## src/cpu_status_pkg.sv

```systemverilog
/*
 * constants shared by the cpu status flag register: register offsets,
 * field positions inside each register, reset values and event bits.
 * assumes a plain word-addressed register port with 16-bit data.
 */
`default_nettype none

package cpu_status_pkg;

   // register port geometry
   localparam int ADDR_W = 3;
   localparam int DATA_W = 16;

   // register offsets on the register port
   localparam logic [ADDR_W-1:0] OFS_STATUS = 3'h0;
   localparam logic [ADDR_W-1:0] OFS_CORE_CTRL = 3'h1;
   localparam logic [ADDR_W-1:0] OFS_INT_CTRL_ONE = 3'h2;
   localparam logic [ADDR_W-1:0] OFS_EVT_STATUS = 3'h3;
   localparam logic [ADDR_W-1:0] OFS_EVT_MASK = 3'h4;

   // status register field positions
   localparam int BIT_ACC_A_OVERFLOW = 15;
   localparam int BIT_ACC_B_OVERFLOW = 14;
   localparam int BIT_ACC_A_SAT = 13;
   localparam int BIT_ACC_B_SAT = 12;
   localparam int BIT_ANY_OVERFLOW = 11;
   localparam int BIT_ANY_SAT = 10;
   localparam int BIT_LOOP_ACTIVE = 9;
   localparam int BIT_HALF_CARRY = 8;
   localparam int BIT_PRIO_HI = 7;
   localparam int BIT_PRIO_LO = 5;
   localparam int BIT_REPEAT_ACTIVE = 4;
   localparam int BIT_NEGATIVE = 3;
   localparam int BIT_SIGNED_OVF = 2;
   localparam int BIT_ZERO = 1;
   localparam int BIT_CARRY = 0;

   // other registers
   localparam int BIT_PRIO_TOP = 3;       // in core control
   localparam int BIT_NEST_DISABLE = 15;  // in interrupt control one

   // carry positions in the alu carry vector
   localparam int CY_BYTE_HALF = 4;
   localparam int CY_BYTE_SIGN = 7;
   localparam int CY_BYTE_OUT = 8;
   localparam int CY_WORD_HALF = 8;
   localparam int CY_WORD_SIGN = 15;
   localparam int CY_WORD_OUT = 16;

   // event bits in event status and mask
   localparam int EVT_W = 4;
   localparam int EVT_SAT_A = 0;
   localparam int EVT_SAT_B = 1;
   localparam int EVT_OVF_A = 2;
   localparam int EVT_OVF_B = 3;

   // reset values
   localparam logic [DATA_W-1:0] RST_STATUS = 16'h0000;
   localparam logic [EVT_W-1:0] RST_EVT = 4'h0;
   localparam logic [2:0] RST_PRIO = 3'h0;

endpackage

`default_nettype wire

```

## src/cpu_status_flag_register.sv

```systemverilog
/*
 * cpu status flag register: accumulator overflow and sticky saturation
 * flags, loop activity, alu flags and the cpu priority level, plus core
 * control, nesting control and a small event interrupt unit.
 * assumes the alu, dsp engine, loop hardware and interrupt controller run
 * on the same clock and drive their inputs straight from logic.
 */
// The implementer's own choices: the register offsets and the plain strobed port.
`default_nettype none


module cpu_status_flag_register
   import cpu_status_pkg::*;
(
   input wire logic clk,
   input wire logic rst_n,
   // register port
   input wire logic [cpu_status_pkg::ADDR_W-1:0] reg_addr,
   input wire logic [cpu_status_pkg::DATA_W-1:0] reg_wdata,
   input wire logic reg_wr,
   input wire logic reg_rd,
   output logic [cpu_status_pkg::DATA_W-1:0] reg_rdata,
   // dsp engine accumulator status
   input wire logic acc_update,
   input wire logic acc_a_overflow_in,
   input wire logic acc_b_overflow_in,
   input wire logic acc_a_saturate,
   input wire logic acc_b_saturate,
   // loop hardware
   input wire logic do_loop_busy,
   input wire logic repeat_loop_busy,
   // alu result flags
   input wire logic alu_update,
   input wire logic alu_byte_op,
   input wire logic [16:0] alu_carries,
   input wire logic alu_negative,
   input wire logic alu_zero,
   input wire logic alu_zero_sticky,
   // interrupt controller priority load
   input wire logic prio_load,
   input wire logic [3:0] prio_load_value,
   // outputs
   output logic [cpu_status_pkg::DATA_W-1:0] cpu_status_flags,
   output logic [3:0] cpu_priority_level,
   output logic user_irq_block,
   output logic irq
);

   // synchronised reset copy
   logic rst_meta_reg;
   logic rst_sync_n;

   // status register state
   logic [1:0] acc_ovf_reg;
   logic [1:0] acc_sat_reg;
   logic loop_active_flag;
   logic repeat_active_flag;
   logic half_carry_flag;
   logic [2:0] cpu_priority_low;
   logic negative_flag;
   logic signed_overflow_flag;
   logic zero_flag;
   logic carry_flag;

   // other registers
   logic cpu_priority_top;
   logic nesting_disable;
   logic [EVT_W-1:0] evt_status_reg;
   logic [EVT_W-1:0] evt_mask_reg;

   // decoded strobes and derived values
   logic wr_status;
   logic wr_core;
   logic wr_intc;
   logic wr_evt;
   logic wr_mask;
   logic [1:0] acc_ovf_in;
   logic [1:0] acc_sat_in;
   logic [1:0] acc_ovf_rise;
   logic [EVT_W-1:0] evt_in;
   logic alu_half;
   logic alu_carry;
   logic alu_ovf;
   logic [DATA_W-1:0] status_word;
   logic [DATA_W-1:0] read_mux;

   // reset release through two flip-flops
   always_ff @(posedge clk or negedge rst_n) begin
      if (!rst_n) begin
         rst_meta_reg <= 1'b0;
         rst_sync_n <= 1'b0;
      end else begin
         rst_meta_reg <= 1'b1;
         rst_sync_n <= rst_meta_reg;
      end
   end

   // address decode of write strobes
   assign wr_status = reg_wr && (reg_addr == OFS_STATUS);
   assign wr_core = reg_wr && (reg_addr == OFS_CORE_CTRL);
   assign wr_intc = reg_wr && (reg_addr == OFS_INT_CTRL_ONE);
   assign wr_evt = reg_wr && (reg_addr == OFS_EVT_STATUS);
   assign wr_mask = reg_wr && (reg_addr == OFS_EVT_MASK);

   // per accumulator inputs gathered as vectors, a in bit 0
   assign acc_ovf_in = {acc_b_overflow_in, acc_a_overflow_in};
   assign acc_sat_in = {acc_b_saturate, acc_a_saturate};

   // per accumulator overflow and sticky saturation flags
   genvar g;
   generate
      for (g = 0; g < 2; g++) begin : gen_acc
         localparam int OVF_POS = (g == 0) ? BIT_ACC_A_OVERFLOW : BIT_ACC_B_OVERFLOW;
         localparam int SAT_POS = (g == 0) ? BIT_ACC_A_SAT : BIT_ACC_B_SAT;

         // overflow follows the engine, software write in between
         always_ff @(posedge clk or negedge rst_sync_n) begin
            if (!rst_sync_n) begin
               acc_ovf_reg[g] <= 1'b0;
            end else if (acc_update) begin
               acc_ovf_reg[g] <= acc_ovf_in[g];
            end else if (wr_status) begin
               acc_ovf_reg[g] <= reg_wdata[OVF_POS];
            end
         end

         // sticky saturation: the set wins over any write
         always_ff @(posedge clk or negedge rst_sync_n) begin
            if (!rst_sync_n) begin
               acc_sat_reg[g] <= 1'b0;
            end else if (acc_sat_in[g]) begin
               acc_sat_reg[g] <= 1'b1;
            end else if (wr_status) begin
               acc_sat_reg[g] <= reg_wdata[SAT_POS] & reg_wdata[BIT_ANY_SAT];
            end
         end

         // rising edge of overflow for the event unit
         assign acc_ovf_rise[g] = acc_update && acc_ovf_in[g] && !acc_ovf_reg[g];
      end
   endgenerate

   // loop activity mirrors the loop hardware, writes have no effect
   always_ff @(posedge clk or negedge rst_sync_n) begin
      if (!rst_sync_n) begin
         loop_active_flag <= 1'b0;
         repeat_active_flag <= 1'b0;
      end else begin
         loop_active_flag <= do_loop_busy;
         repeat_active_flag <= repeat_loop_busy;
      end
   end

   // carry taps selected by operand size
   assign alu_half = alu_byte_op ? alu_carries[CY_BYTE_HALF] : alu_carries[CY_WORD_HALF];
   assign alu_carry = alu_byte_op ? alu_carries[CY_BYTE_OUT] : alu_carries[CY_WORD_OUT];
   // signed overflow: carry into sign differs from carry out of it
   assign alu_ovf = alu_byte_op ? (alu_carries[CY_BYTE_SIGN] ^ alu_carries[CY_BYTE_OUT])
                                : (alu_carries[CY_WORD_SIGN] ^ alu_carries[CY_WORD_OUT]);

   // alu flags: an alu result wins over a software write
   always_ff @(posedge clk or negedge rst_sync_n) begin
      if (!rst_sync_n) begin
         half_carry_flag <= 1'b0;
         negative_flag <= 1'b0;
         signed_overflow_flag <= 1'b0;
         carry_flag <= 1'b0;
      end else if (alu_update) begin
         half_carry_flag <= alu_half;
         negative_flag <= alu_negative;
         signed_overflow_flag <= alu_ovf;
         carry_flag <= alu_carry;
      end else if (wr_status) begin
         half_carry_flag <= reg_wdata[BIT_HALF_CARRY];
         negative_flag <= reg_wdata[BIT_NEGATIVE];
         signed_overflow_flag <= reg_wdata[BIT_SIGNED_OVF];
         carry_flag <= reg_wdata[BIT_CARRY];
      end
   end

   // zero flag; sticky mode only ever clears it, for multi-word results
   always_ff @(posedge clk or negedge rst_sync_n) begin
      if (!rst_sync_n) begin
         zero_flag <= 1'b0;
      end else if (alu_update) begin
         zero_flag <= alu_zero_sticky ? (zero_flag & alu_zero) : alu_zero;
      end else if (wr_status) begin
         zero_flag <= reg_wdata[BIT_ZERO];
      end
   end

   // low priority bits: controller load first, then unlocked writes
   always_ff @(posedge clk or negedge rst_sync_n) begin
      if (!rst_sync_n) begin
         cpu_priority_low <= RST_PRIO;
      end else if (prio_load) begin
         cpu_priority_low <= prio_load_value[2:0];
      end else if (wr_status && !nesting_disable) begin
         cpu_priority_low <= reg_wdata[BIT_PRIO_HI:BIT_PRIO_LO];
      end
   end

   // top priority bit lives in core control
   always_ff @(posedge clk or negedge rst_sync_n) begin
      if (!rst_sync_n) begin
         cpu_priority_top <= 1'b0;
      end else if (prio_load) begin
         cpu_priority_top <= prio_load_value[3];
      end else if (wr_core) begin
         cpu_priority_top <= reg_wdata[BIT_PRIO_TOP];
      end
   end

   // nesting disable in interrupt control one
   always_ff @(posedge clk or negedge rst_sync_n) begin
      if (!rst_sync_n) begin
         nesting_disable <= 1'b0;
      end else if (wr_intc) begin
         nesting_disable <= reg_wdata[BIT_NEST_DISABLE];
      end
   end

   // events: saturation and new overflow of either accumulator
   always_comb begin
      evt_in = '0;
      evt_in[EVT_SAT_A] = acc_sat_in[0];
      evt_in[EVT_SAT_B] = acc_sat_in[1];
      evt_in[EVT_OVF_A] = acc_ovf_rise[0];
      evt_in[EVT_OVF_B] = acc_ovf_rise[1];
   end

   // event status: write one to clear, a new event wins
   always_ff @(posedge clk or negedge rst_sync_n) begin
      if (!rst_sync_n) begin
         evt_status_reg <= RST_EVT;
      end else if (wr_evt) begin
         evt_status_reg <= (evt_status_reg & ~reg_wdata[EVT_W-1:0]) | evt_in;
      end else begin
         evt_status_reg <= evt_status_reg | evt_in;
      end
   end

   // event mask
   always_ff @(posedge clk or negedge rst_sync_n) begin
      if (!rst_sync_n) begin
         evt_mask_reg <= RST_EVT;
      end else if (wr_mask) begin
         evt_mask_reg <= reg_wdata[EVT_W-1:0];
      end
   end

   // assembled status word, combined bits derived on read
   always_comb begin
      status_word = RST_STATUS;
      status_word[BIT_ACC_A_OVERFLOW] = acc_ovf_reg[0];
      status_word[BIT_ACC_B_OVERFLOW] = acc_ovf_reg[1];
      status_word[BIT_ACC_A_SAT] = acc_sat_reg[0];
      status_word[BIT_ACC_B_SAT] = acc_sat_reg[1];
      status_word[BIT_ANY_OVERFLOW] = |acc_ovf_reg;
      status_word[BIT_ANY_SAT] = |acc_sat_reg;
      status_word[BIT_LOOP_ACTIVE] = loop_active_flag;
      status_word[BIT_HALF_CARRY] = half_carry_flag;
      status_word[BIT_PRIO_HI:BIT_PRIO_LO] = cpu_priority_low;
      status_word[BIT_REPEAT_ACTIVE] = repeat_active_flag;
      status_word[BIT_NEGATIVE] = negative_flag;
      status_word[BIT_SIGNED_OVF] = signed_overflow_flag;
      status_word[BIT_ZERO] = zero_flag;
      status_word[BIT_CARRY] = carry_flag;
   end

   // read multiplexer, unmapped offsets read zero
   always_comb begin
      read_mux = '0;
      unique case (reg_addr)
         OFS_STATUS: begin
            read_mux = status_word;
         end
         OFS_CORE_CTRL: begin
            read_mux[BIT_PRIO_TOP] = cpu_priority_top;
         end
         OFS_INT_CTRL_ONE: begin
            read_mux[BIT_NEST_DISABLE] = nesting_disable;
         end
         OFS_EVT_STATUS: begin
            read_mux[EVT_W-1:0] = evt_status_reg;
         end
         OFS_EVT_MASK: begin
            read_mux[EVT_W-1:0] = evt_mask_reg;
         end
         default: begin
            read_mux = '0;
         end
      endcase
   end

   // read data stands only in the cycle after the strobe
   always_ff @(posedge clk or negedge rst_sync_n) begin
      if (!rst_sync_n) begin
         reg_rdata <= '0;
      end else if (reg_rd) begin
         reg_rdata <= read_mux;
      end else begin
         reg_rdata <= '0;
      end
   end

   // registered copies of status and priority for the core
   always_ff @(posedge clk or negedge rst_sync_n) begin
      if (!rst_sync_n) begin
         cpu_status_flags <= RST_STATUS;
         cpu_priority_level <= 4'h0;
         user_irq_block <= 1'b0;
      end else begin
         cpu_status_flags <= status_word;
         cpu_priority_level <= {cpu_priority_top, cpu_priority_low};
         user_irq_block <= cpu_priority_top;
      end
   end

   // level interrupt while any unmasked event is pending
   always_ff @(posedge clk or negedge rst_sync_n) begin
      if (!rst_sync_n) begin
         irq <= 1'b0;
      end else begin
         irq <= |(evt_status_reg & evt_mask_reg);
      end
   end

endmodule

`default_nettype wire

```

## config.mk

```make
export PLATFORM = sky130hd
export DESIGN_NAME = cpu_status_flag_register
export DESIGN_NICKNAME = d
export VERILOG_FILES = /design/src/cpu_status_pkg.sv /design/src/cpu_status_flag_register.sv
export SDC_FILE = /design/constraint.sdc
export NUM_CORES = 1
export LEC_CHECK = 0
export BUFFER_PORTS_ARGS = -buffer_cell sky130_fd_sc_hd__buf_4
export CORE_MARGIN = 1
export CORE_UTILIZATION = 51
export DETAILED_ROUTE_END_ITERATION = 12
export PLACE_DENSITY = 0.89
export SLEW_MARGIN = 20
export SYNTH_ARGS = -nofsm -noshare
export SYNTH_HDL_FRONTEND = slang
export SYNTH_SLANG_ARGS = --single-unit
export TNS_END_PERCENT = 30
```

## constraint.sdc

```tcl
create_clock -name clk -period 4.9 [get_ports clk]
set_input_delay 0.49 -clock clk [delete_from_list [all_inputs] [get_ports clk]]
set_output_delay 0.49 -clock clk [all_outputs]
set_load 0.005 [all_outputs]
```

Word level (Yosys, flattened, before mapping)
Cells that the tools add are included.
{ "classes": {"n_eq_ne": 4, "muxes": 32, "n_bitwise": 10, "n_reduce_logical": 23} }
{ "op_table": {"columns": ["op", "count"], "rows": [
  ["$mux W1", 24],
  ["$mux W16", 1],
  ["$reduce_bool A2 Y1", 6],
  ["$mux W11", 1],
  ["$logic_and A1 B1 Y1", 10],
  ["$pmux W3 S3", 1],
  ["$and A4 B4 Y4", 2],
  ["$or A4 B4 Y4", 2],
  ["$eq A3 B2 Y1 const B", 2],
  ["$mux W3", 2],
  ["$mux W4", 1],
  ["$not A4 Y4", 1],
  ["$pmux W1 S4", 1],
  ["$reduce_or A2 Y1", 2],
  ["$reduce_or A4 Y1", 1],
  ["$and A1 B1 Y1", 3],
  ["$eq A3 B1 Y1 const B", 1],
  ["$eq A3 B3 Y1 const B", 1],
  ["$logic_not A1 Y1", 3],
  ["$logic_not A3 Y1", 1],
  ["$pmux W1 S2", 1],
  ["$xor A1 B1 Y1", 2]
]} }
{ "word_totals": {"ff_bits": 64, "inputBits": 57, "elab_cells": 92} }

Longest topological paths before layout
{ "depth": {"word_depth": 5, "ltp_mapped": 6, "mapped_depth_nobuf": 3} }

Worst setup path before layout
Ideal clock, no wire load.
{ "synth_path": {"kind": "input to register", "startpoint": "input reg_addr[1] (netlist name)", "endpoint": "register evt_mask_reg[0]", "setup_time_ns": 0.125, "arrival_time_ns": 1.541, "required_ns": 4.775, "setup_slack_ns": 3.234, "cell_stages": 5, "n_path_buf": 2, "path_cell_list": "buf_6 -> or2_2 -> buf_2 -> nor2_2 -> mux2_2"} }
{ "synth_between": {"elab_chain_cells": 2} }
{ "synth_lines": {"columns": ["element", "line", "source"], "rows": [
  ["start: declaration", "cpu_status_flag_register.sv:18", "input wire logic [cpu_status_pkg::ADDR_W-1:0] reg_addr,"],
  ["$eq A3 B3 Y1", "cpu_status_flag_register.sv:103", "assign wr_mask = reg_wr && (reg_addr == OFS_EVT_MASK);"],
  ["$logic_and A1 B1 Y1", "cpu_status_flag_register.sv:103", null],
  ["end signal: assignment", "cpu_status_flag_register.sv:248", "evt_mask_reg <= reg_wdata[EVT_W-1:0];"],
  ["end: declaration", "cpu_status_flag_register.sv:69", "logic [EVT_W-1:0] evt_mask_reg;"]
]} }
Every way passes these cells.
A chain may end at the register's enable or synchronous reset.

Worst setup path in the final report
{ "layout_path": {"startpoint": "input reg_addr[1] (netlist name)", "endpoint": "register carry_flag"} }
{ "layout_between": {"elab_chain_cells": 3} }
{ "layout_lines": {"columns": ["element", "line", "source"], "rows": [
  ["$logic_not A3 Y1", "cpu_status_flag_register.sv:99", "assign wr_status = reg_wr && (reg_addr == OFS_STATUS);"],
  ["$logic_and A1 B1 Y1", "cpu_status_flag_register.sv:99", null],
  ["$reduce_bool A2 Y1 (no source line)", null, null],
  ["end signal: assignment", "cpu_status_flag_register.sv:172", "carry_flag <= alu_carry;"],
  ["end signal: assignment", "cpu_status_flag_register.sv:177", "carry_flag <= reg_wdata[BIT_CARRY];"],
  ["end: declaration", "cpu_status_flag_register.sv:63", "logic carry_flag;"]
]} }
Every way passes these cells.

==> flow_summary.toml <==
[outcome]
status = "complete, no violations"

[finish]
area_growth_pct = 33.5
largest_reg_flops = 16
final_area_um2 = 3090
fin_cells = 313
drive_above_1_share_pct = 40.6
top_regs = "reg_rdata x16, cpu_status_flags x13"
fillers = 299
top_register = "reg_rdata"
nets = 313
num_antenna_cells = 0

[worst_hold_path]
min-delay-path-class = "in -> reg"

[floorplanning]
rows = 24
core_area_um2 = 4350
dieWidth_um = 69.4
start_util_pct = 53.2
dieArea_um2 = 4810
die_y_um = 69.4
ios = 95

[cts]
path_clk_slew_ns = 0.07
cts_sinks = 60
cts_tree = "built"
htree_levels = 3
ctsResizeCount = 0
cts_root_buf = "clkbuf_8"
numCtsBuffers = 9
clk_latency_ns = 0.32
cts_setup_buffers = 0
holdBufCountCts = 1
clk_path_buf_depth = 2

[sta]
finalClockSkew_ns = 0.00886
rsz0062_at_grt = "no"
slew_headroom_pct = 46.6
timing.fmax_ghz = 0.602
fin_tns_setup_ns = 0
holdWs_ns = 0.267
fin_crit_sh_pct = 33.9
min_period_ns = 1.66
setup-violations-final = 0
finalHoldViolations = 0
slew_violations = 0
setup_ws_ns = 3.24
worstMarginPinSlew_ns = 0.798

[placed_design]
placed_area_um2 = 2920
place_inst = 296
post-place-ws_ns = 2.89
routabilityCongestion = 0.747
dp_hpwl_um = 3450
port-buffer-count = 79

[yosys]
syn_area_um2 = 2320
ys_seq_area_share_pct = 64.8
synth_area_leaders = "dfrtp_1 (65%), mux2i_1 (6.9%), and2_1 (4.1%)"
synth_top_area_share_pct = 64.8
ys.flop_type = "dfrtp_1"
ys_ff_latch = 60
yosys_warnings = 0
async_flop_share_pct = 100
yosys.cell_count.top_type = "dfrtp_1"
synth_edf_count = 0
syn_avg_cell_area_um2 = 13.3
synth_area_leader_cell = "dfrtp_1"
syn_nets = 231
yosys-top-cells-count = "dfrtp_1 (60), mux2i_1 (16), and2_1 (15)"
ys_types = 37
syn_inst = 174

[power]
switchingPower_uw = 259
pwr-share-seq_pct = 52.6
comb_power_share_pct = 13.0
leakage_uw = 0.00148
p_per_area_nw_per_um2 = 347
p_clk_share_pct = 34.4
switching_share_pct = 24.1
vdd_drop_max_v = 0.000227
p_int_uw = 815

[route]
wl_um = 4950
first_iter_violations = 173
wire_per_inst_um = 15.8
route.detailed.drc = 0
routed-via-count = 1665
vias_per_cell = 5.32
antenna_left = 0
dr.pass1.iters = 4

[grt]
overflow = 0
antenna_found_initial = 0
grt_pass1_wl_um = 8100
grt_usage_pct = 22.2
grt_pass1_vias = 1675
grt_max_degree = 59

[worst_setup_path]
r2r_setup_slack_ns = 3.88
crit_path_start_kind = "input pin"
critPathTopFamily = "simple AND/OR/NAND/NOR gates"
worst-path-max-fanout = 9
worstSetupEndpointType = "flip-flop"
worst_ep_required_time_ns = 5.10
path_class = "in -> reg"
worst_ep_arrival_time_ns = 1.86
path_cells = "buf_4, nor4b_2, buf_4, mux2i_1, mux2i_1"
cpPeakStageDelay_ns = 0.63
cpMaxStageDelayCell = "nor4b_2"
worst-path-buf-inv = 2

[flow_run]
drv_cap = 0
## worst paths after layout
kind,start,end,depth (start not counted)
worst min-delay path,do_loop_busy,loop_active_flag$_DFF_PN0_,1
worst max register to register,cpu_priority_top$_DFFE_PN0P_,cpu_priority_top$_DFFE_PN0P_,2
max in group asynchronous,rst_sync_n$_DFF_PN0_,evt_mask_reg[0]$_DFFE_PN0P_,1
min in group asynchronous,rst_sync_n$_DFF_PN0_,cpu_status_flags[9]$_DFF_PN0_,1
worst min register to register,rst_meta_reg$_DFF_PN0_,rst_sync_n$_DFF_PN0_,0
worst max-delay path,reg_addr[1],carry_flag$_DFFE_PN0P_,5
## layout by cell type, fill, tap and decap left out, types with 2 or more instances in the layout
cell type and n:
a211o_1 2, a21o_1 2, a21oi_1 4, a22oi_1 2, a31oi_1 3, and2_1 15, and3_1 2, buf_4 81
clkbuf_1 4, clkbuf_8 10, clkinv_2 2, dfrtp_1 59, inv_1 2, mux2_2 6, mux2i_1 16, nand2_1 10
nor2b_1 5, nor3_1 3, o21ai_0 6, o2bb2ai_1 5, or2_2 3, xor2_1 2
## metrics by stage
stage	total power, µW	utilization, %
finish	1070	71.0
global route	1120	71.0
CTS	1080	71.0
detailed placement	712	67.0
global placement	704	67.0
floorplan	634	-
## logic make-up (layout without fill, tap and decap cells)
kind of cell / after synthesis / after routing / synth area share, %
buffers and inverters: 13 / 100 / 3.40
AOI/OAI and AO/OA: 28 / 28 / 8.10
other: 1 / 1 / 0.162
xor gates and xnor gates: 2 / 2 / 0.756
DFF: 60 / 60 / 64.8
and+or+nand+nor: 48 / 48 / 12.9
muxes: 22 / 22 / 9.83
## layer usage
layer	track usage [%]	vias to the layer above	part of all wire [%]	routed length, µm
met2	35.5	80	50	2460
li1	-	764	-	-
met1	28.3	809	42	2070
met5	0	-	0	0
met3	5.38	12	6.4	315
met4	11.3	0	2.2	107
## final cells by class
cell class | instances | area [µm²] | share of cell area (%)
clock buffer | 14 | 153 | 4.94
tap | 52 | 65.1 | 2.10
clock inverter | 2 | 10.0 | 0.324
timing repair buffer | 82 | 618 | 20.0
multi-input combinational | 101 | 736 | 23.8
sequential | 60 | 1500 | 48.6
inverter | 2 | 7.51 | 0.243
## power groups by stage
| stage | registers [µW] | clock network (µW) | logic [µW] |
|---|---|---|---|
| floorplan | 574 | 0 | 59.5 |
| global placement | 570 | 0 | 134 |
| detailed placement | 572 | 0 | 140 |
| CTS | 564 | 373 | 141 |
| global route | 570 | 399 | 152 |
| finish | 564 | 369 | 140 |
No activity file was read; power rests on OpenSTA's default activity.
